$ cat src/lsbm_consts.svh
// Constants for the logic, shift and bit-manipulation unit.
// Assumes inclusion by the package and both design modules.
`ifndef LSBM_CONSTS_SVH
`define LSBM_CONSTS_SVH

// ----------------------------------------------------------------
// Widths and field positions
// ----------------------------------------------------------------
`define LSBM_DATA_W 32
`define LSBM_BYTE_MSB 7
`define LSBM_WORD_MSB 15
`define LSBM_LONG_MSB 31
`define LSBM_BITNO_W 3
`define LSBM_RESULT_RST 32'h00000000

`endif

$ cat src/lsbm_pkg.sv
// Types shared by the logic, shift and bit-manipulation unit.
// Assumes lsbm_consts.svh is on the include path.
`include "lsbm_consts.svh"

package lsbm_pkg;

  // ----------------------------------------------------------------
  // Operand size and operation codes
  // ----------------------------------------------------------------
  typedef enum logic [1:0] {
    LSBM_SZ_BYTE,
    LSBM_SZ_WORD,
    LSBM_SZ_LONG
  } lsbm_size_e;

  typedef enum logic [5:0] {
    LSBM_OP_AND,
    LSBM_OP_OR,
    LSBM_OP_XOR,
    LSBM_OP_NOT,
    LSBM_OP_ARITH_SHIFT_LEFT,
    LSBM_OP_ARITH_SHIFT_RIGHT,
    LSBM_OP_LOGIC_SHIFT_LEFT,
    LSBM_OP_LOGIC_SHIFT_RIGHT,
    LSBM_OP_ROTATE_LEFT,
    LSBM_OP_ROTATE_RIGHT,
    LSBM_OP_ROTATE_LEFT_VIA_CARRY,
    LSBM_OP_ROTATE_RIGHT_VIA_CARRY,
    LSBM_OP_BIT_SET,
    LSBM_OP_BIT_CLEAR,
    LSBM_OP_BIT_INVERT,
    LSBM_OP_BIT_TEST,
    LSBM_OP_CARRY_AND_BIT,
    LSBM_OP_CARRY_AND_INVERTED_BIT,
    LSBM_OP_CARRY_OR_BIT,
    LSBM_OP_CARRY_OR_INVERTED_BIT,
    LSBM_OP_CARRY_XOR_BIT,
    LSBM_OP_CARRY_XOR_INVERTED_BIT,
    LSBM_OP_BIT_LOAD_TO_CARRY,
    LSBM_OP_INVERTED_BIT_LOAD_TO_CARRY,
    LSBM_OP_CARRY_STORE_TO_BIT,
    LSBM_OP_INVERTED_CARRY_STORE_TO_BIT
  } lsbm_op_e;

  // Request from the decoder
  typedef struct packed {
    lsbm_op_e op;
    lsbm_size_e size;
    logic use_imm;                          // Second operand / bit number is immediate
    logic [`LSBM_DATA_W-1:0] dst;           // Destination register or memory byte
    logic [`LSBM_DATA_W-1:0] src;           // Source register value
    logic [`LSBM_DATA_W-1:0] imm;           // Immediate data
    logic [`LSBM_BITNO_W-1:0] imm_bitno;    // 3-bit immediate bit number
  } lsbm_req_s;

  // Condition flags
  typedef struct packed {
    logic n;
    logic z;
    logic v;
    logic c;
  } lsbm_flags_s;

  // Answer to the register file and memory stage
  typedef struct packed {
    logic [`LSBM_DATA_W-1:0] result;
    logic write_dst;                        // Result must be written back
    lsbm_flags_s flags;
    logic [3:0] flag_we;                    // Write enables for n, z, v, c
    logic illegal;                          // Register bit number where only immediate allowed
  } lsbm_rsp_s;

endpackage : lsbm_pkg

$ cat src/lsbm_unit.sv
// Logic, shift/rotate and bit-manipulation execution stage.
// Assumes decoder supplies operands and current carry; result registered one cycle later.
`timescale 1ns/1ps
`include "lsbm_consts.svh"

// Contract
// - AND destination with source register or immediate, byte/word/longword.
// - OR destination with source register or immediate, byte/word/longword.
// - XOR destination with source register or immediate, byte/word/longword.
// - One's complement of a register at byte, word or longword size.
// - Arithmetic shift left and right of a register at any size.
// - Logical shift left and right of a register at any size.
// - Rotate left or right; leaving bit re-enters at other end.
// - Rotate left or right through the carry flag.
// - Bit number from 3-bit immediate or low three source register bits.
// - Bit set forces selected byte bit to one.
// - Bit clear forces selected byte bit to zero.
// - Bit invert toggles selected byte bit and writes byte back.
// - Bit test loads zero flag with complement of selected bit.
// - Carry becomes carry AND selected bit.
// - Carry becomes carry AND inverted selected bit.
// - Carry becomes carry OR selected bit.
// - Carry becomes carry OR inverted selected bit.
// - Carry becomes carry XOR selected bit.
// - Carry becomes carry XOR inverted selected bit.
// - Bit load copies selected bit, or complement, into carry.
// - Bit store writes carry, or complement, into selected bit.
// - Inverted bit operations take bit number only from immediate.
module lsbm_unit (
  input wire logic i_clk,                        // Core clock, 250 MHz
  input wire logic i_reset_n,                    // Asynchronous reset, active low
  input wire logic i_valid,                      // Request valid this cycle
  input wire lsbm_pkg::lsbm_req_s i_req,         // Operation and operands
  input wire logic i_carry,                      // Current carry flag
  output logic o_valid,                          // Answer valid, one-cycle pulse
  output lsbm_pkg::lsbm_rsp_s o_rsp              // Registered answer
);

  // ----------------------------------------------------------------
  // Operand selection
  // ----------------------------------------------------------------
  logic [`LSBM_DATA_W-1:0] opnd_b;
  logic [`LSBM_BITNO_W-1:0] bitno;
  logic inv_op;
  logic is_bit_op;

  // Second operand for logical group
  assign opnd_b = i_req.use_imm ? i_req.imm : i_req.src;

  // Bit number source; inverted forms force the immediate field
  always_comb begin
    inv_op = 1'b0;
    unique case (i_req.op)
      lsbm_pkg::LSBM_OP_CARRY_AND_INVERTED_BIT,
      lsbm_pkg::LSBM_OP_CARRY_OR_INVERTED_BIT,
      lsbm_pkg::LSBM_OP_CARRY_XOR_INVERTED_BIT,
      lsbm_pkg::LSBM_OP_INVERTED_BIT_LOAD_TO_CARRY,
      lsbm_pkg::LSBM_OP_INVERTED_CARRY_STORE_TO_BIT: inv_op = 1'b1;
      default: inv_op = 1'b0;
    endcase
  end

  assign is_bit_op = (i_req.op >= lsbm_pkg::LSBM_OP_BIT_SET);
  assign bitno = (i_req.use_imm || inv_op) ? i_req.imm_bitno
                                           : i_req.src[`LSBM_BITNO_W-1:0];

  // ----------------------------------------------------------------
  // Size-dependent sign and carry-out positions
  // ----------------------------------------------------------------
  logic [5:0] msb;

  always_comb begin
    unique case (i_req.size)
      lsbm_pkg::LSBM_SZ_BYTE: msb = 6'(`LSBM_BYTE_MSB);
      lsbm_pkg::LSBM_SZ_WORD: msb = 6'(`LSBM_WORD_MSB);
      default: msb = 6'(`LSBM_LONG_MSB);
    endcase
  end

  // ----------------------------------------------------------------
  // Logical, shift and rotate datapath
  // ----------------------------------------------------------------
  logic [`LSBM_DATA_W-1:0] d;
  logic [`LSBM_DATA_W-1:0] shl;
  logic [`LSBM_DATA_W-1:0] shr;
  logic top;
  logic bot;
  logic [`LSBM_DATA_W-1:0] wide;
  logic new_c;
  logic c_we;
  logic v_val;
  logic is_wide_op;

  assign d = i_req.dst;
  assign top = d[msb[4:0]];
  assign bot = d[0];
  assign shl = d << 1;
  assign shr = d >> 1;

  // Result before masking to operand width
  always_comb begin
    wide = d;
    new_c = i_carry;
    c_we = 1'b0;
    v_val = 1'b0;
    is_wide_op = 1'b1;
    unique case (i_req.op)
      lsbm_pkg::LSBM_OP_AND: wide = d & opnd_b;
      lsbm_pkg::LSBM_OP_OR: wide = d | opnd_b;
      lsbm_pkg::LSBM_OP_XOR: wide = d ^ opnd_b;
      lsbm_pkg::LSBM_OP_NOT: wide = ~d;
      lsbm_pkg::LSBM_OP_ARITH_SHIFT_LEFT: begin
        wide = shl;
        new_c = top;
        c_we = 1'b1;
        v_val = top ^ d[msb[4:0] - 5'd1];               // Sign changed by shift
      end
      lsbm_pkg::LSBM_OP_ARITH_SHIFT_RIGHT: begin
        wide = shr;
        wide[msb[4:0]] = top;                           // Sign kept
        new_c = bot;
        c_we = 1'b1;
      end
      lsbm_pkg::LSBM_OP_LOGIC_SHIFT_LEFT: begin
        wide = shl;
        new_c = top;
        c_we = 1'b1;
      end
      lsbm_pkg::LSBM_OP_LOGIC_SHIFT_RIGHT: begin
        wide = shr;
        wide[msb[4:0]] = 1'b0;
        new_c = bot;
        c_we = 1'b1;
      end
      lsbm_pkg::LSBM_OP_ROTATE_LEFT: begin
        wide = {shl[`LSBM_DATA_W-1:1], top};
        new_c = top;
        c_we = 1'b1;
      end
      lsbm_pkg::LSBM_OP_ROTATE_RIGHT: begin
        wide = shr;
        wide[msb[4:0]] = bot;
        new_c = bot;
        c_we = 1'b1;
      end
      lsbm_pkg::LSBM_OP_ROTATE_LEFT_VIA_CARRY: begin
        wide = {shl[`LSBM_DATA_W-1:1], i_carry};
        new_c = top;
        c_we = 1'b1;
      end
      lsbm_pkg::LSBM_OP_ROTATE_RIGHT_VIA_CARRY: begin
        wide = shr;
        wide[msb[4:0]] = i_carry;
        new_c = bot;
        c_we = 1'b1;
      end
      default: is_wide_op = 1'b0;
    endcase
  end

  // Keep untouched upper bits of the destination register
  logic [`LSBM_DATA_W-1:0] size_mask;
  logic [`LSBM_DATA_W-1:0] wide_res;
  logic wide_n;
  logic wide_z;

  always_comb begin
    unique case (i_req.size)
      lsbm_pkg::LSBM_SZ_BYTE: size_mask = 32'h000000FF;
      lsbm_pkg::LSBM_SZ_WORD: size_mask = 32'h0000FFFF;
      default: size_mask = 32'hFFFFFFFF;
    endcase
  end

  assign wide_res = (wide & size_mask) | (d & ~size_mask);
  assign wide_n = wide[msb[4:0]];
  assign wide_z = ((wide & size_mask) == 32'h00000000);

  // ----------------------------------------------------------------
  // Bit-manipulation group
  // ----------------------------------------------------------------
  logic [`LSBM_BYTE_MSB:0] bit_byte;
  logic bit_write;
  logic bit_carry;
  logic bit_carry_we;
  logic bit_zero;
  logic bit_zero_we;

  lsbm_bit_unit u_bit (
    .i_op(i_req.op),
    .i_byte(d[`LSBM_BYTE_MSB:0]),
    .i_bitno(bitno),
    .i_carry(i_carry),
    .o_byte(bit_byte),
    .o_write(bit_write),
    .o_carry(bit_carry),
    .o_carry_we(bit_carry_we),
    .o_zero(bit_zero),
    .o_zero_we(bit_zero_we)
  );

  // ----------------------------------------------------------------
  // Answer assembly
  // ----------------------------------------------------------------
  lsbm_pkg::lsbm_rsp_s rsp_next;

  // Bit ops touch only the low byte; register bit number on inverted forms is flagged
  always_comb begin
    rsp_next = '0;
    if (is_wide_op) begin
      rsp_next.result = wide_res;
      rsp_next.write_dst = 1'b1;
      rsp_next.flags.n = wide_n;
      rsp_next.flags.z = wide_z;
      rsp_next.flags.v = v_val;
      rsp_next.flags.c = new_c;
      rsp_next.flag_we = {3'b111, c_we};
    end else if (is_bit_op) begin
      rsp_next.result = {d[`LSBM_DATA_W-1:`LSBM_BYTE_MSB+1], bit_byte};
      rsp_next.write_dst = bit_write;
      rsp_next.flags.z = bit_zero;
      rsp_next.flags.c = bit_carry;
      rsp_next.flag_we = {1'b0, bit_zero_we, 1'b0, bit_carry_we};
      rsp_next.illegal = inv_op & ~i_req.use_imm;
    end
  end

  // ----------------------------------------------------------------
  // Output registers
  // ----------------------------------------------------------------
  // Answer valid pulse follows each request by exactly one cycle
  always_ff @(posedge i_clk or negedge i_reset_n) begin
    if (!i_reset_n) begin
      o_valid <= 1'b0;
    end else begin
      o_valid <= i_valid;
    end
  end

  // Answer held until the next request, so the stage may sample late
  always_ff @(posedge i_clk or negedge i_reset_n) begin
    if (!i_reset_n) begin
      o_rsp <= '0;
    end else if (i_valid) begin
      o_rsp <= rsp_next;
    end
  end

endmodule // lsbm_unit

$ cat src/lsbm_bit_unit.sv
// Single-bit manipulation on a byte operand and carry-flag logic.
// Assumes a combinational caller in the same clock domain.
`timescale 1ns/1ps
`include "lsbm_consts.svh"

module lsbm_bit_unit (
  input wire lsbm_pkg::lsbm_op_e i_op,                   // Operation
  input wire logic [`LSBM_BYTE_MSB:0] i_byte,            // Byte operand
  input wire logic [`LSBM_BITNO_W-1:0] i_bitno,          // Selected bit number
  input wire logic i_carry,                              // Current carry flag
  output logic [`LSBM_BYTE_MSB:0] o_byte,                // Modified byte
  output logic o_write,                                  // Byte must be written back
  output logic o_carry,                                  // New carry flag
  output logic o_carry_we,                               // Carry updated
  output logic o_zero,                                   // New zero flag
  output logic o_zero_we                                 // Zero updated
);

  // ----------------------------------------------------------------
  // Selected bit and one-hot mask
  // ----------------------------------------------------------------
  logic sel_bit;
  logic [`LSBM_BYTE_MSB:0] mask;

  assign sel_bit = i_byte[i_bitno];
  assign mask = 8'h01 << i_bitno;

  // Per-operation effect on byte and flags
  always_comb begin
    o_byte = i_byte;
    o_write = 1'b0;
    o_carry = i_carry;
    o_carry_we = 1'b0;
    o_zero = 1'b0;
    o_zero_we = 1'b0;
    unique case (i_op)
      lsbm_pkg::LSBM_OP_BIT_SET: begin
        o_byte = i_byte | mask;
        o_write = 1'b1;
      end
      lsbm_pkg::LSBM_OP_BIT_CLEAR: begin
        o_byte = i_byte & ~mask;
        o_write = 1'b1;
      end
      lsbm_pkg::LSBM_OP_BIT_INVERT: begin
        o_byte = i_byte ^ mask;
        o_write = 1'b1;
      end
      lsbm_pkg::LSBM_OP_BIT_TEST: begin
        o_zero = ~sel_bit;
        o_zero_we = 1'b1;
      end
      lsbm_pkg::LSBM_OP_CARRY_AND_BIT: begin
        o_carry = i_carry & sel_bit;
        o_carry_we = 1'b1;
      end
      lsbm_pkg::LSBM_OP_CARRY_AND_INVERTED_BIT: begin
        o_carry = i_carry & ~sel_bit;
        o_carry_we = 1'b1;
      end
      lsbm_pkg::LSBM_OP_CARRY_OR_BIT: begin
        o_carry = i_carry | sel_bit;
        o_carry_we = 1'b1;
      end
      lsbm_pkg::LSBM_OP_CARRY_OR_INVERTED_BIT: begin
        o_carry = i_carry | ~sel_bit;
        o_carry_we = 1'b1;
      end
      lsbm_pkg::LSBM_OP_CARRY_XOR_BIT: begin
        o_carry = i_carry ^ sel_bit;
        o_carry_we = 1'b1;
      end
      lsbm_pkg::LSBM_OP_CARRY_XOR_INVERTED_BIT: begin
        o_carry = i_carry ^ ~sel_bit;
        o_carry_we = 1'b1;
      end
      lsbm_pkg::LSBM_OP_BIT_LOAD_TO_CARRY: begin
        o_carry = sel_bit;
        o_carry_we = 1'b1;
      end
      lsbm_pkg::LSBM_OP_INVERTED_BIT_LOAD_TO_CARRY: begin
        o_carry = ~sel_bit;
        o_carry_we = 1'b1;
      end
      lsbm_pkg::LSBM_OP_CARRY_STORE_TO_BIT: begin
        o_byte = i_carry ? (i_byte | mask) : (i_byte & ~mask);
        o_write = 1'b1;
      end
      lsbm_pkg::LSBM_OP_INVERTED_CARRY_STORE_TO_BIT: begin
        o_byte = i_carry ? (i_byte & ~mask) : (i_byte | mask);
        o_write = 1'b1;
      end
      default: begin
      end
    endcase
  end

endmodule // lsbm_bit_unit

$ cat config.mk
export PLATFORM = sky130hd
export DESIGN_NAME = lsbm_unit
export DESIGN_NICKNAME = d
export VERILOG_FILES = /design/src/lsbm_pkg.sv /design/src/lsbm_unit.sv /design/src/lsbm_bit_unit.sv
export VERILOG_INCLUDE_DIRS = /design/src
export SDC_FILE = /design/constraint.sdc
export NUM_CORES = 1
export LEC_CHECK = 0
export BUFFER_PORTS_ARGS = -buffer_cell sky130_fd_sc_hd__buf_4
export CORE_ASPECT_RATIO = 1.5
export CORE_MARGIN = 5
export CORE_UTILIZATION = 30
export CTS_CLUSTER_DIAMETER = 200
export DETAILED_ROUTE_END_ITERATION = 10
export RECOVER_POWER = 50
export SYNTH_ARGS = -nofsm -noshare
export SYNTH_HDL_FRONTEND = slang
export SYNTH_HIERARCHICAL = 1
export SYNTH_SLANG_ARGS = --single-unit
$ cat constraint.sdc
create_clock -name i_clk -period 0.9 [get_ports i_clk]
set_input_delay 0.135 -clock i_clk [delete_from_list [all_inputs] [get_ports i_clk]]
set_output_delay 0.135 -clock i_clk [all_outputs]
set_load 0.005 [all_outputs]
==> out/summary.txt, run 1 <==
Final Skew - 0 ns
Reg2Reg Setup Slack - -0.18 ns
post-synthesis cell type count - 81
Synth warnings - 6
Vias - 8077
Placement Setup Slack - -2.151 ns
Post-synth ARST share - 100.0%
combinational cell fraction of total power - 55.9%
CTS buffer count - 5
CP cell instances - buf_16 > mux2i_4 > ha_1 > mux4_2 > a2111oi_2 > nand4_1 > or4_1 > a2111o_1 > o21ai_2
Max-slew headroom - 59.82%
H-tree depth - 2
final setup violation count - 84
wire length of the first global-routing pass - 43.93 mm
clk buf depth - 2
RD Place Congestion - 0.9783
Lkg Pwr - 5.645 nW
Skew-Pair Late Insertion Delay - 0.30 ns
Worst Tran Pin Value - 0.6027 ns
top_reg_cell synth - dfrtp_1
worst min-delay path class - in -> reg
Core Footprint - 21720 um2
#FFs+latches synth - 42
Rows - 66
FF-to-FF Start - o_rsp[7]
IO Pins - 155
CP max stage delay - 0.50 ns
Startpoint Class - primary input
most common cell after layout, fill and taps aside - buf_4
Layout Nets - 1430
GR Util met1 - 24.04%
Final Hold Viols - 0
fin. max-slew vios - 0
Synth Area per Inst - 7.862 um2
chip width - 131.3 um
GR peak layer - met2
met3 usage - 2.725%
Die Height - 191.9 um
Syn Nets - 1034
Sw Pwr - 3.628 mW
P_int - 6.508 mW
Ant. Diodes - 0
Post-Syn Area - 6620 um2
DRT antenna net count - 0
Final Cycle Share - 280.4%
status - complete, but fails checks
total negative slack - -44.16 ns
Worst Hold Endpoint - o_rsp[31]
critical path's top delay family - compound AO/OA/AOI/OAI gates
failing checks - setup timing
layout cells sized above 1 - 51.90%
buffers added on ports - 154
Detailed Route WL - 29.98 mm
Critical Setup Path Class - in -> reg
# DRC - 0
vias in the first global route - 8163
minimum clock period after layout - 2.524 ns
R2R depth - 4
share of total power in the clock network - 22.0%
Via density - 5.345
initial antenna violation count - 0
CTS tree - done
Worst Hold Launch - i_req[88]
DIE AREA - 25200 um2
EDFF count, synth - 0
Peak Freq - 396.2 MHz
Detailed Route Iter0 Violations - 469
CP bufs+invs - 1
Power Density - 858.2 nW/um2
first-pass iteration count of the detailed router - 5
Net Sw Frac - 35.79%
Max VDD drop - 0.6091 mV
Worst Path Max Fanout - 8
clk root buf - clkbuf_16
sequential fraction of design power - 22.2%
RSZ-0062 raised after global routing - yes
Worst R2R End - o_rsp[7]
met2 usage in global routing - 41.88%
Area growth syn-to-layout - 78.42%
GR Overflow Total - 0
total track usage - 21.90%
Num Clock Sinks - 42
initial core utilization - 30.48%
Data arrival, critical path - 2.76 ns
Worst-path clk slew - 0.07 ns
synthesized instance count - 842
required time of the critical path - 1.13 ns
largest net degree at the start of global routing - 63
crit path capture type - register
setup ws final - -1.624 ns
hold depth - 3
commonest non-fill, non-tap cells in the layout - 342 x buf_4, 94 x inv_1, 73 x buf_6
register area share after synthesis - 15.88%
max_cap viols - 0
Post-DP HPWL - 22.64 mm
CP max stage cell - mux4_2
Wirelength per Cell - 19.84 um
state kept, by name, summed over array words and instances (netlist names):
signal   count
o_rsp       41
o_valid      1
layer usage:
| metal | up-vias | part of all wire (%) |
|---|---|---|
| met2 | 287 | 54 |
| met1 | 3899 | 37 |
| met3 | 84 | 4.2 |
| met5 | - | 0 |
| li1 | 3807 | - |
| met4 | 0 | 4.9 |
power by group through the flow:
stage	Sequential [mW]	Combinational, mW	Clock [mW]
after floorplan	2.25	2.12	0
after global placement	2.25	4.39	0
after detailed placement	2.25	4.45	0
after CTS	2.25	5.17	2.29
after global routing	2.27	6.08	2.35
final	2.25	5.66	2.23
worst min-delay path, cell delays in order:
cell and delay (ns):
buf_4 0.12, a21oi_1 0.07, a21oi_1 0.11
per-stage QoR:
stage / area (um2) / instances / util, % / power, mW / hold WS [ns]
floorplan: 6899 / 842 / - / 4.369 / -0.1606
global placement: 9814 / 1451 / 45.19 / 6.638 / 0.01689
detailed placement: 9814 / 1451 / 45.19 / 6.697 / 0.01731
CTS: 11120 / 1489 / 51.19 / 9.704 / 0.1603
global route: 11810 / 1511 / 54.38 / 10.70 / 0.2070
finish: 11810 / 1511 / 54.38 / 10.14 / 0.1736
layout make-up:
class                   instances  area (um2)
fillers                      1952        9907
multi-input cells             645        5859
repair buffers                447        4023
flip-flops and latches         42        1051
inverters                      97       364.1
well taps                     272       340.3
clock buffers                   5       125.1
clock inverters                 3       48.80
Yosys cell counts, drive strengths merged, types with 5 or more instances:
master / count / area share [%]
clkbuf: 27 / 1.5
o211ai: 14 / 1.6
a21oi: 60 / 4.6
nand2b: 6 / 0.57
mux2i: 76 / 11
ha: 80 / 15
a31oi: 13 / 1.2
nand2: 72 / 4.1
o22ai: 10 / 0.95
dfrtp: 42 / 16
nor2: 64 / 3.6
a211oi: 5 / 0.64
inv: 97 / 5.5
a211o: 11 / 1.5
buf: 31 / 2.9
nor3: 7 / 0.53
mux2: 35 / 6.0
mux4: 6 / 2.2
nor2b: 17 / 1.6
o21ai: 58 / 4.4
nand3: 15 / 1.2
how the worst max path moves through the flow:
stage,start,to,slack (ns),depth (start not counted)
4_1_cts,i_req[99],o_rsp[7],-1.61,9
2_1_floorplan,i_req[103],o_rsp[14],-1.88,15
5_1_grt,i_req[99],o_rsp[7],-1.72,12
6_report,i_req[99],o_rsp[7],-1.62,9
3_5_place_dp,i_req[99],o_rsp[12],-2.15,14
3_3_place_gp,i_req[99],o_rsp[12],-2.13,14
what timing repair did:
action,in CTS,in global routing
hold buffers,1,0
endpoints found under the setup margin,84,84
cloned,4,1
pin swaps,19,54
buffers inserted,26,24
gates resized for setup,187,107
endpoints found under the hold margin,42,0
cell families after synthesis:
| group | share of synthesized area [%] |
|---|---|
| AOI/OAI and AO/OA | 23.15 |
| and+or+nand+nor | 15.38 |
| buffers and inverters | 9.923 |
| muxes | 19.66 |
| adders and majority gates | 15.12 |
| DFF | 15.88 |
| xor gates and xnor gates | 0.8885 |
No activity file was read; power rests on OpenSTA's default activity.
==> inputs of run 2 (changes only) <==
Settings changed: CORE_UTILIZATION 30 to 40.
==> run 2 against run 1 <==
Compared with the run above:
- the flow still finishes with violations (setup timing)
- routed wire length rose by 9.8%
- design area increased by 6.1%
- setup slack worse by 0.0046 ns
- via count increased by 9.2%
- sequential share of layout area shrank 0.50 points
- critical endpoint unchanged
- largest power group unchanged
==> out/summary.txt, run 2 (same netlist as run 1, synthesis figures left out) <==
biggest regs - o_rsp x41, o_valid x1
Final Total Pwr - 10.50 mW
minimum clock period after layout - 2.528 ns
Via density - 5.868
post-layout instance area - 12530 um2
largest net degree at the start of global routing - 63
most common cell after layout, fill and taps aside - buf_4
first-pass iteration count of the detailed router - 6
Worst-path clk slew - 0.08 ns
Post-DP HPWL - 22.24 mm
setup ws final - -1.628 ns
FILL cells - 1089
Power Density - 837.9 nW/um2
total track usage - 30.66%
initial antenna violation count - 0
required time of the critical path - 1.15 ns
Wirelength per Cell - 21.90 um
buffers added on ports - 154
Max-slew headroom - 58.34%
DIE AREA - 19280 um2
Max VDD drop - 1.183 mV
max_cap viols - 0
status - complete, but fails checks
clk root buf - clkbuf_16
RD Place Congestion - 0.9632
post-layout util - 77.07%
Critical Setup Path Class - in -> reg
FF-to-FF Start - o_rsp[7]
CTS buffer count - 5
Final Skew - 0 ns
Peak Freq - 395.5 MHz
failing checks - setup timing
fin. max-slew vios - 0
Core Footprint - 16260 um2
Detailed Route WL - 32.92 mm
Startpoint Class - primary input
layout cells sized above 1 - 56.05%
Worst Path Max Fanout - 7
Final Non-Filler Cells - 1503
H-tree depth - 2
wire length of the first global-routing pass - 46.13 mm
Area growth syn-to-layout - 89.30%
Detailed Route Iter0 Violations - 930
Final Cycle Share - 280.9%
Data arrival, critical path - 2.77 ns
commonest non-fill, non-tap cells in the layout - 373 x buf_4, 94 x buf_6, 90 x inv_1
Rows - 57
CP startpoint - i_req[99]
Worst Hold Launch - i_req[84]
final setup violation count - 84
GR Overflow Total - 0
Largest register FFs - 41
Skew-Pair Late Insertion Delay - 0.30 ns
Largest Register - o_rsp
Layout Nets - 1488
crit path capture type - register
IO Pins - 155
CTS tree - done
Final Hold Viols - 0
Ant. Diodes - 0
worst min-delay path class - in -> reg
Num Clock Sinks - 42
vias in the first global route - 8690
Reg2Reg Setup Slack - -0.23 ns
Lkg Pwr - 6.001 nW
initial core utilization - 40.71%
# DRC - 0
chip width - 115.0 um
placed cells - 1406
Die Height - 167.6 um
dpl cell area - 9889 um2
Vias - 8820
Worst Tran Pin Value - 0.6249 ns
DRT antenna net count - 0
clk buf depth - 2
RSZ-0062 raised after global routing - yes
## run 2: cell type report
cell class | count | area (um2) | share of cell area [%]
multi-input cells | 646 | 6160 | 49.15
repair buffers | 504 | 4549 | 36.30
flip-flops and latches | 42 | 1052 | 8.397
inverters | 97 | 364.1 | 2.905
well taps | 206 | 257.7 | 2.057
clock buffers | 5 | 125.1 | 0.9984
clock inverters | 3 | 23.77 | 0.1897
## run 2: through the flow
stage,TNS [ns],worst slack (ns),hold WS [ns]
floorplan,-40.97,-1.881,-0.1606
global placement,-57.88,-2.140,0.1210
detailed placement,-58.51,-2.177,0.1246
CTS,-41.27,-1.575,0.2559
global route,-47.06,-1.701,0.3004
finish,-43.68,-1.628,0.2844
## run 2: worst paths after layout
path | depth (start not counted) | endpoint
min in group asynchronous | 3 | o_rsp[6]
max in group asynchronous | 3 | o_rsp[18]
hold / removal | 4 | o_rsp[27]
setup / recovery | 11 | o_rsp[7]
hold reg to reg | 2 | o_rsp[1]
setup reg to reg | 3 | o_rsp[7]
## run 2: power by group
group          switching [mW]  internal [mW]  leakage [nW]
clock network           0.955           1.04        0.0664
logic                    2.85           3.39          5.44
registers               0.168           2.10         0.498
## run 2: what timing repair did
| item | 4_1_cts | 5_1_grt |
|---|---|---|
| resized for setup | 213 | 181 |
| setup buffers | 52 | 51 |
| hold buffers | 1 | 0 |
| pin swaps | 37 | 95 |
| setup endpoints to repair | 84 | 84 |
| endpoints found under the hold margin | 42 | 0 |
| gates cloned | 5 | 1 |
## run 2: critical path, stage by stage
cell and delay, ns:
buf_16 0.14, mux2i_2 0.27, ha_1 0.29, nor2b_1 0.15, o211ai_1 0.15, o221ai_1 0.23
a2111oi_4 0.25, nand4_1 0.19, or4_1 0.50, a2111o_1 0.36, o21ai_2 0.10
## run 2: metal layers
layer,up-vias,global-route usage (%),routed length [um]
met1,4225,32.47,11430
met4,0,20.38,2672
li1,3921,-,-
met3,184,4.440,2006
met5,-,0,0
met2,490,54.89,16820
